**src/common/printer_parallel_port_consts.svh**
```systemverilog
// Offsets, field positions and reset values of the printer parallel port
`ifndef PRINTER_PARALLEL_PORT_CONSTS_SVH
`define PRINTER_PARALLEL_PORT_CONSTS_SVH

// Register byte offsets, one aligned word each
`define PPP_OFF_DATA 5'h00
`define PPP_OFF_STATUS 5'h04
`define PPP_OFF_CONTROL 5'h08
`define PPP_OFF_IRQ_STATUS 5'h0c
`define PPP_OFF_IRQ_MASK 5'h10

// Control register fields (a one in bits 0 to 3 pulls its open-drain line low)
`define PPP_CTL_STROBE 0
`define PPP_CTL_AUTOFEED 1
`define PPP_CTL_INIT 2
`define PPP_CTL_SELECT 3
`define PPP_CTL_IRQ_EN 4

// Status register fields
`define PPP_ST_FAULT 0
`define PPP_ST_PAPER_OUT 1
`define PPP_ST_ONLINE 2
`define PPP_ST_BUSY 3
`define PPP_ST_ACK_HIGH 4
`define PPP_ST_IRQ 5

// Interrupt status and mask fields
`define PPP_IRQ_ACK 0
`define PPP_IRQ_FAULT 1
`define PPP_IRQ_READY 2

// Reset values
`define PPP_RST_CONTROL 8'h00
`define PPP_RST_DATA 8'h00
`define PPP_RST_IRQ 3'h0
// Synchroniser fill: each pin's idle level, so no false edge follows reset
`define PPP_RST_SYNC 14'h31ff

`endif

```
**src/common/printer_parallel_port_pkg.sv**
```systemverilog
// Types shared by the printer parallel port
package printer_parallel_port_pkg;
    typedef logic [7:0] pbyte_t;
    typedef logic [2:0] irqvec_t;
    typedef logic [4:0] busaddr_t;
endpackage

```
**src/hdl/printer_parallel_port.sv**
```systemverilog
// Printer parallel port with an Avalon-MM register slave
// What this block does
// - Fault input is active low; fault reported while the printer holds it low.
// - Initialise line is open drain, pulled low to start printer initialisation.
// - Interrupt output is raised on a rising edge of acknowledge.
// - Interrupt output is enabled by bit 4 of the control register and, per source, by the interrupt mask.
// - Selected reads present the addressed register's status or data on the bus.
// - Selected writes load control words or data into the addressed register.
// - Drive-enable low puts the write data register onto the data lines.
// - Drive-enable high releases all data lines so they act as inputs.
// - One byte-wide data path usable in either direction.
// - Paper-out high means the printer ran out of paper.
// - Online high means the printer is selected.
// - Select line is open drain, pulled low to select the printer.
// - Strobe line is open drain, pulled low so the printer latches data.
// - Reset clears registers and puts outputs into defined states.
// - Acknowledge low confirms a transfer; interrupt fires on return high.
// - Busy high means the printer cannot accept data.
// - Accesses reach the port only while its select input is active.
// - Autofeed line is open drain, pulled low to autofeed continuous paper.
`include "printer_parallel_port_consts.svh"

module printer_parallel_port (
    // Clock and reset
    input wire logic mclk,
    input wire logic rst_n,
    // Avalon-MM slave
    input wire logic [4:0] avs_address,
    input wire logic avs_read,
    input wire logic avs_write,
    input wire logic [31:0] avs_writedata,
    input wire logic [3:0] avs_byteenable,
    output logic [31:0] avs_readdata,
    output logic avs_waitrequest,
    input wire logic parallel_port_select_n,
    // Printer status inputs
    input wire logic ack_n,
    input wire logic busy,
    input wire logic paper_out,
    input wire logic printer_online,
    input wire logic fault_n,
    input wire logic pd_drive_enable_n,
    // Bidirectional data lines
    input wire logic [7:0] printer_data_lines_in,
    output logic [7:0] printer_data_lines_out,
    output logic printer_data_lines_oe,
    // Open-drain control lines, output level always low
    output logic data_latch_strobe_n_out,
    output logic data_latch_strobe_n_oe,
    output logic autofeed_n_out,
    output logic autofeed_n_oe,
    output logic init_n_out,
    output logic init_n_oe,
    output logic printer_select_n_out,
    output logic printer_select_n_oe,
    // Interrupt
    output logic parallel_irq,
    output logic parallel_irq_oe
);

    localparam int SyncW = 14;

    // Synchroniser stages and edge history
    logic [SyncW-1:0] sync1_r;
    logic [SyncW-1:0] sync2_r;
    logic ackPrev_r;
    logic faultPrev_r;
    logic busyPrev_r;
    // Register file
    printer_parallel_port_pkg::pbyte_t writeData_r;
    printer_parallel_port_pkg::pbyte_t control_r;
    printer_parallel_port_pkg::irqvec_t irqStatus_r;
    printer_parallel_port_pkg::irqvec_t irqStatus_nxt;
    printer_parallel_port_pkg::irqvec_t irqMask_r;
    printer_parallel_port_pkg::irqvec_t irqEvent;
    // Bus handshake
    logic waitReq_r;
    logic [31:0] readData_r;
    logic [31:0] readWord;
    logic selected;
    logic writeNow;
    logic wrLane;
    // Synchronised inputs
    logic ackS;
    logic busyS;
    logic paperS;
    logic onlineS;
    logic faultS_n;
    logic pdEnS_n;
    printer_parallel_port_pkg::pbyte_t pdInS;
    printer_parallel_port_pkg::pbyte_t statusByte;
    // Output flops
    logic [7:0] pdOut_r;
    logic pdOe_r;
    logic strobeOe_r;
    logic autofeedOe_r;
    logic initOe_r;
    logic selectOe_r;
    logic irq_r;
    logic irqOe_r;

    // Every pin input passes two flops; only sync2_r is read by logic
    always_ff @(posedge mclk) begin
        if (!rst_n) begin
            sync1_r <= `PPP_RST_SYNC;
            sync2_r <= `PPP_RST_SYNC;
        end else begin
            sync1_r <= {pd_drive_enable_n, fault_n, printer_online, paper_out, busy, ack_n,
                        printer_data_lines_in};
            sync2_r <= sync1_r;
        end
    end

    assign pdInS = sync2_r[7:0];
    assign ackS = sync2_r[8];
    assign busyS = sync2_r[9];
    assign paperS = sync2_r[10];
    assign onlineS = sync2_r[11];
    assign faultS_n = sync2_r[12];
    assign pdEnS_n = sync2_r[13];

    // Edge history for event detection
    always_ff @(posedge mclk) begin
        if (!rst_n) begin
            ackPrev_r <= 1'b1;
            faultPrev_r <= 1'b1;
            busyPrev_r <= 1'b0;
        end else begin
            ackPrev_r <= ackS;
            faultPrev_r <= faultS_n;
            busyPrev_r <= busyS;
        end
    end

    // Events: ack return high, fault going active, busy dropping
    always_comb begin
        irqEvent = '0;
        irqEvent[`PPP_IRQ_ACK] = ackS & ~ackPrev_r;
        irqEvent[`PPP_IRQ_FAULT] = ~faultS_n & faultPrev_r;
        irqEvent[`PPP_IRQ_READY] = ~busyS & busyPrev_r;
    end

    // Status byte as software sees it
    always_comb begin
        statusByte = '0;
        statusByte[`PPP_ST_FAULT] = ~faultS_n;
        statusByte[`PPP_ST_PAPER_OUT] = paperS;
        statusByte[`PPP_ST_ONLINE] = onlineS;
        statusByte[`PPP_ST_BUSY] = busyS;
        statusByte[`PPP_ST_ACK_HIGH] = ackS;
        statusByte[`PPP_ST_IRQ] = irq_r;
    end

    // Only the low byte lane carries register data
    assign selected = ~parallel_port_select_n;
    assign wrLane = avs_byteenable[0];
    assign writeNow = avs_write & ~waitReq_r & selected & wrLane;

    // Read multiplexer; unmapped offsets and unselected reads return zero
    always_comb begin
        readWord = '0;
        if (selected) begin
            unique case (avs_address)
                `PPP_OFF_DATA: readWord[7:0] = pdInS;
                `PPP_OFF_STATUS: readWord[7:0] = statusByte;
                `PPP_OFF_CONTROL: readWord[7:0] = control_r;
                `PPP_OFF_IRQ_STATUS: readWord[2:0] = irqStatus_r;
                `PPP_OFF_IRQ_MASK: readWord[2:0] = irqMask_r;
                default: readWord = '0;
            endcase
        end
    end

    // One wait cycle per access; deselected accesses still complete so the bus never hangs
    always_ff @(posedge mclk) begin
        if (!rst_n) begin
            waitReq_r <= 1'b1;
            readData_r <= '0;
        end else begin
            if ((avs_read | avs_write) & waitReq_r) begin
                waitReq_r <= 1'b0;
                readData_r <= readWord;
            end else begin
                waitReq_r <= 1'b1;
            end
        end
    end

    // Write data register and control register
    always_ff @(posedge mclk) begin
        if (!rst_n) begin
            writeData_r <= `PPP_RST_DATA;
            control_r <= `PPP_RST_CONTROL;
        end else if (writeNow) begin
            if (avs_address == `PPP_OFF_DATA) begin
                writeData_r <= avs_writedata[7:0];
            end
            if (avs_address == `PPP_OFF_CONTROL) begin
                control_r <= avs_writedata[7:0];
            end
        end
    end

    // Sticky interrupt flags: a new event wins over a write-one clear
    always_comb begin
        irqStatus_nxt = irqStatus_r;
        if (writeNow && avs_address == `PPP_OFF_IRQ_STATUS) begin
            irqStatus_nxt = irqStatus_r & ~avs_writedata[2:0];
        end
        irqStatus_nxt = irqStatus_nxt | irqEvent;
    end

    always_ff @(posedge mclk) begin
        if (!rst_n) begin
            irqStatus_r <= `PPP_RST_IRQ;
            irqMask_r <= `PPP_RST_IRQ;
        end else begin
            irqStatus_r <= irqStatus_nxt;
            if (writeNow && avs_address == `PPP_OFF_IRQ_MASK) begin
                irqMask_r <= avs_writedata[2:0];
            end
        end
    end

    // Interrupt level and its three-state enable, both gated by the enable bit
    always_ff @(posedge mclk) begin
        if (!rst_n) begin
            irq_r <= 1'b0;
            irqOe_r <= 1'b0;
        end else begin
            irq_r <= (|(irqStatus_r & irqMask_r)) & control_r[`PPP_CTL_IRQ_EN];
            irqOe_r <= control_r[`PPP_CTL_IRQ_EN];
        end
    end

    // Data lines follow the synchronised drive enable, costing three cycles of latency from the pin
    always_ff @(posedge mclk) begin
        if (!rst_n) begin
            pdOut_r <= '0;
            pdOe_r <= 1'b0;
        end else begin
            pdOut_r <= writeData_r;
            pdOe_r <= ~pdEnS_n;
        end
    end

    // Open-drain lines: enable high pulls low, released lines float to the pull-up
    always_ff @(posedge mclk) begin
        if (!rst_n) begin
            strobeOe_r <= 1'b0;
            autofeedOe_r <= 1'b0;
            initOe_r <= 1'b0;
            selectOe_r <= 1'b0;
        end else begin
            strobeOe_r <= control_r[`PPP_CTL_STROBE];
            autofeedOe_r <= control_r[`PPP_CTL_AUTOFEED];
            initOe_r <= control_r[`PPP_CTL_INIT];
            selectOe_r <= control_r[`PPP_CTL_SELECT];
        end
    end

    // Output connections
    assign avs_readdata = readData_r;
    assign avs_waitrequest = waitReq_r;
    assign printer_data_lines_out = pdOut_r;
    assign printer_data_lines_oe = pdOe_r;
    assign data_latch_strobe_n_out = 1'b0;
    assign data_latch_strobe_n_oe = strobeOe_r;
    assign autofeed_n_out = 1'b0;
    assign autofeed_n_oe = autofeedOe_r;
    assign init_n_out = 1'b0;
    assign init_n_oe = initOe_r;
    assign printer_select_n_out = 1'b0;
    assign printer_select_n_oe = selectOe_r;
    assign parallel_irq = irq_r;
    assign parallel_irq_oe = irqOe_r;
endmodule

```
**config.mk**
```make
export PLATFORM = sky130hd
export DESIGN_NAME = printer_parallel_port
export DESIGN_NICKNAME = d
export VERILOG_FILES = /design/src/common/printer_parallel_port_pkg.sv /design/src/hdl/printer_parallel_port.sv
export VERILOG_INCLUDE_DIRS = /design/src /design/src/common
export SDC_FILE = /design/constraint.sdc
export NUM_CORES = 1
export LEC_CHECK = 0
export ABC_AREA = 0
export ABC_CLOCK_PERIOD_IN_PS = 1500
export BUFFER_PORTS_ARGS = -buffer_cell sky130_fd_sc_hd__buf_2
export CELL_PAD_IN_SITES_DETAIL_PLACEMENT = 1
export CELL_PAD_IN_SITES_GLOBAL_PLACEMENT = 1
export CORE_MARGIN = 3
export CORE_UTILIZATION = 25
export CTS_CLUSTER_SIZE = 25
export DETAILED_ROUTE_END_ITERATION = 6
export GPL_ROUTABILITY_DRIVEN = 0
export PLACE_DENSITY = 0.7
export SYNTH_ARGS = -nofsm -noshare
export SYNTH_HDL_FRONTEND = slang
export SYNTH_SLANG_ARGS = --single-unit
```
**constraint.sdc**
```tcl
create_clock -name mclk -period 1.5 [get_ports mclk]
set_clock_uncertainty 0.2 [all_clocks]
set_input_delay 0.15 -clock mclk [delete_from_list [all_inputs] [get_ports mclk]]
set_output_delay 0.15 -clock mclk [all_outputs]
set_load 0.03 [all_outputs]
```
[After elaboration in Yosys (flattened, before gate mapping)]
Index checks and enable logic that the tools add are counted.
Cells by class
  reductions and logical operators: 6
  bitwise logic cells: 19
  eq/ne operators: 4
  muxes and demuxes: 5
Operators by type and width (count)
  $pmux 3 s5: 1
  $pmux 5 s3: 1
  $eq 5x4->1 const B: 2
  $and 1x1->1: 8
  $mux 8: 1
  $and 3x3->3: 2
  $not 1->1: 6
  $eq 5x3->1 const B: 1
  $eq 5x5->1 const B: 1
  $logic_not 5->1: 1
  $reduce_and 2->1: 2
  $mux 3: 1
  $not 3->3: 1
  $or 3x3->3: 1
  $reduce_or 3->1: 1
  $logic_and 1x1->1: 2
  $mux 1: 1
  $or 1x1->1: 1
Word-level totals
  word-level logic and storage cells: 53
  register bits after elaboration: 101
  bits of input ports: 60
  output and inout bits: 52

[Longest topological paths before layout]
Gate-level depths: netlist (run 1).
  word-level depth: 7
  depth in mapped cells: 6

[Worst setup path after synthesis (run 1)]
Ideal clock, no wire load.
  path kind: reg2reg
  start point: register waitReq_r, in the netlist avs_waitrequest
  end point: register control_r[0]
  stages on the path, launching flop included: 6
  arrival: 1313 ps
  path slack: -129 ps
  path buffers: 1
  setup time: 116 ps
  period minus slack after synthesis: 1629 ps
  cells stage by stage: dfxtp_1 -> and4bb_2 -> nand4b_1 -> buf_6 -> mux2i_1 -> nor2b_1
On the way
  word-level cells in the longest chain between the ends: 5
RTL lines
  start: declaration: line printer_parallel_port.sv:77  | logic waitReq_r;
  start signal: assignment: line printer_parallel_port.sv:177  | waitReq_r <= 1'b1;
  start signal: assignment: line printer_parallel_port.sv:181  | waitReq_r <= 1'b0;
  start signal: assignment: line printer_parallel_port.sv:184  | waitReq_r <= 1'b1;
  $not 1->1: line printer_parallel_port.sv:157  | assign writeNow = avs_write & ~waitReq_r & selected & wrLane;
  $and 1x1->1 (3 in a row): line printer_parallel_port.sv:157
  $reduce_and 2->1 (no source line)
  end signal: assignment: line printer_parallel_port.sv:193  | control_r <= `PPP_RST_CONTROL;
  end signal: assignment: line printer_parallel_port.sv:199  | control_r <= avs_writedata[7:0];
  end: declaration: line printer_parallel_port.sv:71  | printer_parallel_port_pkg::pbyte_t control_r;
Every way passes these cells.
A chain may end at the register's enable or synchronous reset.

[Final worst setup path (run 1)]
  start point: register waitReq_r, in the netlist avs_waitrequest
  end point: register control_r[2]
The elaborated chain is that of the path after synthesis.

==> impl_metrics.env, run 1 <==
export IMPL_layout_drive_gt1_share_pct=25.4
export IMPL_end_kind="flip-flop"
export IMPL_clkSlewWorstSetupHoldPaths_ps=60
export IMPL_synth_cell_types=30
export IMPL_firstDrtPassIters=4
export IMPL_grt_max_degree=25
export IMPL_max_cap_violations=0
export IMPL_placement_rows=38
export IMPL_cts_root_buf="clkbuf_16"
export IMPL_yosysWarnings=0
export IMPL_wl_per_cell_microns=12.6
export IMPL_die_x_microns=114
export IMPL_fmaxAchievable_mhz=654
export IMPL_dpl_hpwl_microns=4720
export IMPL_cts_buffers=9
export IMPL_hold_class="in2reg"
export IMPL_fin_crit_sh_pct=102
export IMPL_path_cells="and4bb_2 -> nand4b_1 -> buf_6 -> mux2i_1 -> nor2b_1"
export IMPL_syn_inst=272
export IMPL_nFillCells=1269
export IMPL_drtIter0Drc=67
export IMPL_cts_sinks=77
export IMPL_grt_pass1_vias=1994
export IMPL_dp_cells=466
export IMPL_cp_required_ps=1510
export IMPL_worst_path_max_fanout=8
export IMPL_syn_avg_cell_area_sq_um=10.7
export IMPL_ys_seq_area_share_pct=52.9
export IMPL_cts_tree="built"
export IMPL_hold_viol_final=0
export IMPL_clk_latency_ps=330
export IMPL_cts_htree_levels=3
export IMPL_worstSetupStartpointType="flip-flop"
export IMPL_period_needed_ps=1530
export IMPL_slew_viol_final=0
export IMPL_initial_core_util_pct=26.2
export IMPL_area_growth_pct=32.0
export IMPL_ys_flop_type="dfxtp_1"
export IMPL_synth_top_area_share_pct=52.9
export IMPL_via_count=1988
export IMPL_power_leakage_nw=1.74
export IMPL_synth_edf_count=0
export IMPL_crit_type="reg2reg"
export IMPL_antenna_cells=0
export IMPL_grt_pass1_wl_microns=10000
export IMPL_arrival_ps=1540
export IMPL_clock_path_buffers=2
export IMPL_violations="negative setup slack"
export IMPL_critPathMaxStageDelay_ps=350
export IMPL_async_reset_ff_share_pct=0
export IMPL_fp_dieH_microns=114
export IMPL_pin_count=112
export IMPL_antenna_found_initial=0
export IMPL_outcome="complete, but fails checks"
export IMPL_avgViaCountPerCell=3.93
export IMPL_cts_setup_buffers=0
export IMPL_synth_area_sq_mm=0.00292
export IMPL_power_density_mw_per_mm2=1200
export IMPL_yosysTopAreaCell="dfxtp_1"
export IMPL_core_area_sq_mm=0.0111
export IMPL_slowest_stage="and4bb_2"
export IMPL_synth_most_common_cell="dfxtp_1"
export IMPL_peakVddDrop_v=0.000561
export IMPL_synth_seq_cells=77
export IMPL_holdWs_ps=6.93
export IMPL_fin_nets=421
export IMPL_wl_microns=6390
export IMPL_place_port_buffers=56
export IMPL_finalNonFillerCells=506
export IMPL_setup_violations=7
export IMPL_synthTopCellsByCount="77 x dfxtp_1, 30 x buf_4, 25 x nand2b_1, 24 x mux2i_1, 24 x nor2b_1"
export IMPL_rsz0062_at_grt="true"
export IMPL_drc=0
export IMPL_grt_use_total_pct=9.99
export IMPL_grt_overflow=0
export IMPL_worst_slack_ps=-30.1
export IMPL_ys_top_cells_by_area="dfxtp_1 53%, mux2i_1 8.2%, buf_4 7.7%, nand2b_1 5.4%, nor2b_1 5.1%"
export IMPL_dieArea_sq_mm=0.0130
export IMPL_final_antenna_net_count=0
logic make-up after synthesis:
family,share of synthesized area (%)
and+or+nand+nor,21.0
DFF,52.9
buffers and inverters,9.82
muxes,10.6
AOI/OAI and AO/OA,5.62
other,0.129
state kept, by name (all words and copies together) (netlist names):
register / flops
autofeed_n_oe: 1
busyPrev_r: 1
control_r: 8
printer_select_n_oe: 1
ackPrev_r: 1
printer_data_lines_out: 8
printer_data_lines_oe: 1
parallel_irq_oe: 1
parallel_irq: 1
sync1_r: 14
faultPrev_r: 1
sync2_r: 14
init_n_oe: 1
writeData_r: 8
data_latch_strobe_n_oe: 1
irqStatus_r: 3
avs_readdata: 8
avs_waitrequest: 1
irqMask_r: 3
cells in the final DEF, fill, tap and decap left out, types with 8 or more instances in the layout:
cell type	instances
clkbuf_16	9
nor2b_1	24
nor2_1	8
dlygate4sd3_1	24
mux2i_1	24
conb_1	28
dfxtp_1	76
and2_1	23
nand2b_1	25
buf_4	9
buf_2	56
layout make-up:
class                   count  area, sq um  share of cell area (%)
flip-flops and latches     77         1550                    40.1
multi-input cells         180         1190                    31.0
repair buffers             92          631                    16.4
clock buffers              11          243                    6.30
well taps                 140          175                    4.55
clock inverters             5         58.8                    1.53
inverters                   1         3.75                  0.0975
final timing paths:
| kind | startpoint | slack, ps | endpoint | depth (start not counted) |
|---|---|---|---|---|
| hold / removal | rst_n | 7 | sync2_r[2] | 2 |
| hold reg to reg | sync2_r[13] | 180 | printer_data_lines_oe | 1 |
| setup reg to reg | avs_waitrequest | -30 | control_r[2] | 5 |
| setup / recovery | avs_waitrequest | -30 | control_r[2] | 5 |
per-layer routing:
| metal | wire (microns) | vias up | track usage [%] |
|---|---|---|---|
| met2 | 3220 | 47 | 17.3 |
| met4 | 76 | 0 | 3.33 |
| met3 | 343 | 7 | 3.45 |
| met1 | 2750 | 915 | 11.5 |
| met5 | 0 | - | 0 |
| li1 | - | 1019 | - |
power by group:
| group | total (mW) | switching (mW) | internal (mW) |
|---|---|---|---|
| logic | 0.373 | 0.219 | 0.154 |
| registers | 2.10 | 0.0148 | 2.09 |
| clock network | 2.15 | 0.812 | 1.33 |
| total | 4.62 | 1.05 | 3.58 |
critical path: cells and delay by family, from the launching register on:
kind,cells,cell delay (ps)
AND/OR/NAND/NOR,3,550
flip-flops,1,340
buffers and inverters,1,170
multiplexers,1,160
per-stage QoR:
stage,cell area (sq um),utilization (%),setup WS (ps),power (mW),TNS [ps]
floorplan,3020,-,22.1,2.42,0
global placement,3300,29.6,4.14,2.46,0
detailed placement,3300,29.6,-54.1,2.47,-329
CTS,3840,34.5,-46.6,4.69,-184
global route,3850,34.6,-103,4.84,-888
finish,3850,34.6,-30.1,4.62,-89.8
what timing repair did:
action	CTS	global route
hold endpoints to repair	33	1
endpoints found under the setup margin	11	26
resized for setup	1	4
hold buffers	24	1
pin swaps	2	1
(Power assumes the default switching activity.)
==> run 2: changes to the inputs <==
--- a/config.mk
+++ b/config.mk
@@ -8,11 +8,12 @@
 export LEC_CHECK = 0
 export ABC_AREA = 0
 export ABC_CLOCK_PERIOD_IN_PS = 1500
-export BUFFER_PORTS_ARGS = -buffer_cell sky130_fd_sc_hd__buf_2
+export BUFFER_PORTS_ARGS = -buffer_cell sky130_fd_sc_hd__clkbuf_2
 export CELL_PAD_IN_SITES_DETAIL_PLACEMENT = 1
 export CELL_PAD_IN_SITES_GLOBAL_PLACEMENT = 1
 export CORE_MARGIN = 3
 export CORE_UTILIZATION = 25
+export CTS_CLUSTER_DIAMETER = 40
 export CTS_CLUSTER_SIZE = 25
 export DETAILED_ROUTE_END_ITERATION = 6
 export GPL_ROUTABILITY_DRIVEN = 0
==> run 2 against run 1 <==
Effect of this change:
- the run still ends with negative setup slack left
- highest routed layer unchanged
- register-to-register slack improved by 30 ps
- combinational power up 2%
- fmax increased by 1.7%
- routed wire length up 0.16%
- first-iteration DRC count decreased by 3.0%
- core utilization increased by 0.34 points
- global-route usage is 0.41 points higher
- largest cell class unchanged
- count of clock-buffer cells in the layout is 2 higher
- non-clock buffer count is 2 higher
- critical path depth fell by 1
- hold slack gained 43 ps
- largest power group unchanged
- cell area rose by 0.98%
==> impl_metrics.env, run 2 (same netlist as run 1, synthesis figures left out) <==
export IMPL_drc=0
export IMPL_layout_drive_gt1_share_pct=26.4
export IMPL_cp_required_ps=1520
export IMPL_grt_pass1_vias=2216
export IMPL_place_port_buffers=56
export IMPL_core_area_sq_mm=0.0111
export IMPL_rr_worst_depth=4
export IMPL_min_delay_worst_endpoint="avs_readdata[2]"
export IMPL_worstReg2RegStart="avs_waitrequest"
export IMPL_arrival_ps=1520
export IMPL_layout_common_cells="76 x dfxtp_1, 56 x clkbuf_2, 28 x conb_1"
export IMPL_whs_path_depth=4
export IMPL_die_x_microns=114
export IMPL_grt_pass1_wl_microns=10600
export IMPL_dpl_instance_area_sq_mm=0.00332
export IMPL_slew_viol_final=0
export IMPL_clk_latency_ps=330
export IMPL_outcome="complete, but fails checks"
export IMPL_rrSetupSlack_ps=-5
export IMPL_peakVddDrop_v=0.000536
export IMPL_violations="negative setup slack"
export IMPL_dpl_hpwl_microns=4840
export IMPL_top_regs="sync1_r (14), sync2_r (14)"
export IMPL_cts_tree="built"
export IMPL_layout_commonest_cell="dfxtp_1"
export IMPL_via_count=2069
export IMPL_fmaxAchievable_mhz=665
export IMPL_firstDrtPassIters=4
export IMPL_pin_count=112
export IMPL_period_needed_ps=1500
export IMPL_dieArea_sq_mm=0.0130
export IMPL_setup_violations=2
export IMPL_power_leakage_nw=1.75
export IMPL_final_antenna_net_count=0
export IMPL_initial_core_util_pct=26.2
export IMPL_cts_htree_levels=3
export IMPL_wl_per_cell_microns=12.6
export IMPL_crit_type="reg2reg"
export IMPL_cts_root_buf="clkbuf_16"
export IMPL_power_density_mw_per_mm2=1210
export IMPL_end_kind="flip-flop"
export IMPL_hold_class="in2reg"
export IMPL_finalInstanceArea_sq_mm=0.00389
export IMPL_antenna_found_initial=0
export IMPL_cts_setup_buffers=0
export IMPL_slowest_stage="dfxtp_4"
export IMPL_rsz0062_at_grt="true"
export IMPL_critPathMaxStageDelay_ps=340
export IMPL_worst_path_max_fanout=4
export IMPL_antenna_cells=0
export IMPL_hold_start="parallel_port_select_n"
export IMPL_grt_overflow=0
export IMPL_wl_microns=6400
export IMPL_grt_max_degree=24
export IMPL_cts_sinks=77
export IMPL_p_total_mw=4.71
export IMPL_cts_buffers=9
export IMPL_placement_rows=38
export IMPL_post_place_ws_ps=-53.5
export IMPL_grt_use_total_pct=10.4
export IMPL_path_cells="and4bb_2 -> nand4_1 -> mux2i_1 -> nor2b_1"
export IMPL_clock_path_buffers=2
export IMPL_drtIter0Drc=65
export IMPL_worst_slack_ps=-4.75
export IMPL_avgViaCountPerCell=4.07
export IMPL_area_growth_pct=33.3
export IMPL_worstSetupStartpointType="flip-flop"
export IMPL_holdWs_ps=49.8
export IMPL_fin_crit_sh_pct=100
export IMPL_regToRegEndpoint="irqMask_r[0]"
export IMPL_fin_nets=423
export IMPL_fp_dieH_microns=114
export IMPL_clkSlewWorstSetupHoldPaths_ps=60
export IMPL_nFillCells=1270
export IMPL_hold_viol_final=0
export IMPL_max_cap_violations=0
## run 2: how the worst max path moves through the flow
stage	start	endpoint	slack [ps]	depth (start not counted)
after floorplan	avs_waitrequest	control_r[0]	20	5
after global placement	avs_waitrequest	control_r[6]	2	5
after detailed placement	avs_address[3]	avs_readdata[3]	-50	6
after CTS	avs_waitrequest	control_r[2]	-30	5
after global routing	avs_waitrequest	irqMask_r[0]	-100	4
final	avs_waitrequest	irqMask_r[0]	-5	4
## run 2: report_power, final
group          total (mW)  internal [mW]  switching, mW
clock                2.22           1.42          0.800
combinational       0.379          0.158          0.221
sequential           2.10           2.09         0.0139
total                4.71           3.67           1.04
## run 2: worst max-delay path, delay by kind of cell, from the launching register on
kind | cells | cell delay, ps
DFF | 1 | 340
muxes | 1 | 230
and+or+nand+nor | 3 | 640
## run 2: cell type report
cell class | instances | area (sq um) | area share [%]
clock inverter | 3 | 41.3 | 1.06
sequential | 77 | 1550 | 39.7
inverter | 1 | 3.75 | 0.0966
timing repair buffer | 94 | 654 | 16.8
multi-input combinational | 180 | 1200 | 30.8
clock buffer | 13 | 270 | 6.95
tap | 140 | 175 | 4.51
## run 2: through the flow
step                      util [%]  setup TNS (ps)  std cells
final                         34.9           -7.05        508
after global placement        29.9               0        468
after floorplan                  -               0        299
after detailed placement      29.9            -288        468
after CTS                     34.9           -90.0        508
after global routing          34.9            -836        508
## run 2: layer usage
metal,routed length [microns],track usage (%),up-vias
li1,-,-,1024
met1,2660,11.6,978
met2,3280,18.0,56
met3,347,3.50,11
met4,113,4.51,0
met5,0,0,-
## run 2: timing repair
item / 4_1_cts / 5_1_grt
pin swaps: 2 / 1
endpoints found under the hold margin: 33 / 1
hold buffers: 24 / 1
resized for setup: 1 / 4
setup endpoints to repair: 11 / 19
==> run 3: changes to the inputs <==
--- a/config.mk
+++ b/config.mk
@@ -18,6 +18,7 @@
 export DETAILED_ROUTE_END_ITERATION = 6
 export GPL_ROUTABILITY_DRIVEN = 0
 export PLACE_DENSITY = 0.7
+export SETUP_SLACK_MARGIN = 0.15
 export SYNTH_ARGS = -nofsm -noshare
 export SYNTH_HDL_FRONTEND = slang
 export SYNTH_SLANG_ARGS = --single-unit
==> run 3 against run 2 <==
Effect of this change:
- the run still ends with negative setup slack left
- core utilization grew 0.96 points
- clock power grew 2%
- highest routed layer unchanged
- register-to-register slack is essentially flat
- cell area grew 2.7%
- largest power group unchanged
- largest cell class unchanged
==> impl_metrics.env, run 3 (same netlist as run 1, synthesis figures left out) <==
export IMPL_antenna_found_initial=0
export IMPL_antenna_cells=0
export IMPL_hold_class="in2reg"
export IMPL_cts_sinks=77
export IMPL_finalSetupTns_ps=-29.6
export IMPL_layout_common_cells="75 x dfxtp_1, 55 x clkbuf_2, 28 x conb_1"
export IMPL_top_regs="sync1_r (14), sync2_r (14)"
export IMPL_hold_start="rst_n"
export IMPL_met2_usage_pct=16.5
export IMPL_violations="negative setup slack"
export IMPL_rrSetupSlack_ps=-20
export IMPL_drc=0
export IMPL_layout_commonest_cell="dfxtp_1"
export IMPL_final_antenna_net_count=0
export IMPL_use_met1_pct=11.7
export IMPL_cts_tree="built"
export IMPL_clk_latency_ps=320
export IMPL_outcome="complete, but fails checks"
export IMPL_cts_buffers=9
export IMPL_initial_core_util_pct=26.2
export IMPL_worstReg2RegStart="avs_waitrequest"
export IMPL_dpl_instance_area_sq_mm=0.00330
export IMPL_drtIter0Drc=57
export IMPL_post_place_ws_ps=-35.3
export IMPL_min_delay_worst_endpoint="avs_waitrequest"
export IMPL_avgViaCountPerCell=3.95
export IMPL_clock_path_buffers=2
export IMPL_rsz0062_at_grt="true"
export IMPL_grt_pass1_vias=1988
export IMPL_met3_usage_pct=3.55
export IMPL_nFillCells=1262
export IMPL_finish_utilization_pct=35.9
export IMPL_die_x_microns=114
export IMPL_peakVddDrop_v=0.000570
export IMPL_gr_max_usage_layer="met2"
export IMPL_worstSetupStartpointType="flip-flop"
export IMPL_fin_nets=425
export IMPL_worst_slack_ps=-18.2
export IMPL_grt_max_degree=30
export IMPL_area_growth_pct=36.9
export IMPL_cts_root_buf="clkbuf_16"
export IMPL_max_cap_violations=0
export IMPL_arrival_ps=1530
export IMPL_grt_pass1_wl_microns=10000
export IMPL_place_port_buffers=56
export IMPL_period_needed_ps=1520
export IMPL_hold_viol_final=0
export IMPL_wl_per_cell_microns=12.5
export IMPL_slew_viol_final=0
export IMPL_dieArea_sq_mm=0.0130
export IMPL_rr_worst_depth=5
export IMPL_power_leakage_nw=1.76
export IMPL_via_count=2012
export IMPL_grt_overflow=0
export IMPL_fmaxAchievable_mhz=659
export IMPL_wl_microns=6360
export IMPL_power_density_mw_per_mm2=1200
export IMPL_worst_path_max_fanout=8
export IMPL_regToRegEndpoint="writeData_r[0]"
export IMPL_p_total_mw=4.78
export IMPL_placement_rows=38
export IMPL_grt_use_total_pct=10.1
export IMPL_fin_crit_sh_pct=101
export IMPL_cp_required_ps=1510
export IMPL_cts_htree_levels=3
export IMPL_dpl_hpwl_microns=4710
export IMPL_core_area_sq_mm=0.0111
export IMPL_clkSlewWorstSetupHoldPaths_ps=60
export IMPL_whs_path_depth=2
export IMPL_layout_drive_gt1_share_pct=30.4
export IMPL_end_kind="flip-flop"
export IMPL_firstDrtPassIters=4
export IMPL_fp_dieH_microns=114
export IMPL_pin_count=112
export IMPL_setup_violations=3
export IMPL_crit_type="reg2reg"
export IMPL_finalInstanceArea_sq_mm=0.00399
## run 3: timing repair
item | 4_1_cts | 5_1_grt
endpoints found under the hold margin | 33 | 0
gates resized for setup | 23 | 14
hold buffers | 24 | 0
cloned | 0 | 0
endpoints found under the setup margin | 30 | 31
pin swaps | 6 | 10
setup buffers | 2 | 3
## run 3: report_power, final
part           internal, mW  switching, mW
combinational         0.179          0.235
sequential             2.09         0.0143
clock                  1.49          0.775
total                  3.76           1.03
## run 3: routing by layer
layer,part of all wire [%],up-vias,wire length (microns)
met5,0,-,0
met4,2.2,0,141
met3,5.8,14,366
met2,49,59,3120
met1,43,912,2730
li1,-,1027,-
## run 3: worst max-delay path: stages, from the launching register on
cell	delay [ps]
dfxtp_4	340
and4bb_2	340
nand3_2	110
buf_12	170
mux2i_2	180
nor2b_1	70
## run 3: layout make-up
type,instances,area [sq um],area share [%]
inverters,1,3.75,0.0940
clock buffers,11,243,6.08
clock inverters,4,72.6,1.82
flip-flops and latches,77,1550,38.7
well taps,140,175,4.39
repair buffers,96,691,17.3
multi-input cells,180,1260,31.6
## run 3: worst max-delay path by stage
stage                                from              end  slack (ps)  cells after the start
final                     avs_waitrequest   writeData_r[0]         -20                      5
after global routing      avs_waitrequest     irqMask_r[1]         -70                      4
after CTS                 avs_waitrequest     control_r[2]         -30                      5
after detailed placement   avs_address[2]  avs_readdata[2]         -40                      4
after global placement    avs_waitrequest     control_r[6]          10                      5
after floorplan           avs_waitrequest     control_r[0]          40                      5
## run 3: through the flow
stage               std cells  hold slack (ps)
floorplan                 299             51.5
global placement          465              136
detailed placement        465              138
CTS                       506             37.7
global route              509             75.5
finish                    509             45.3
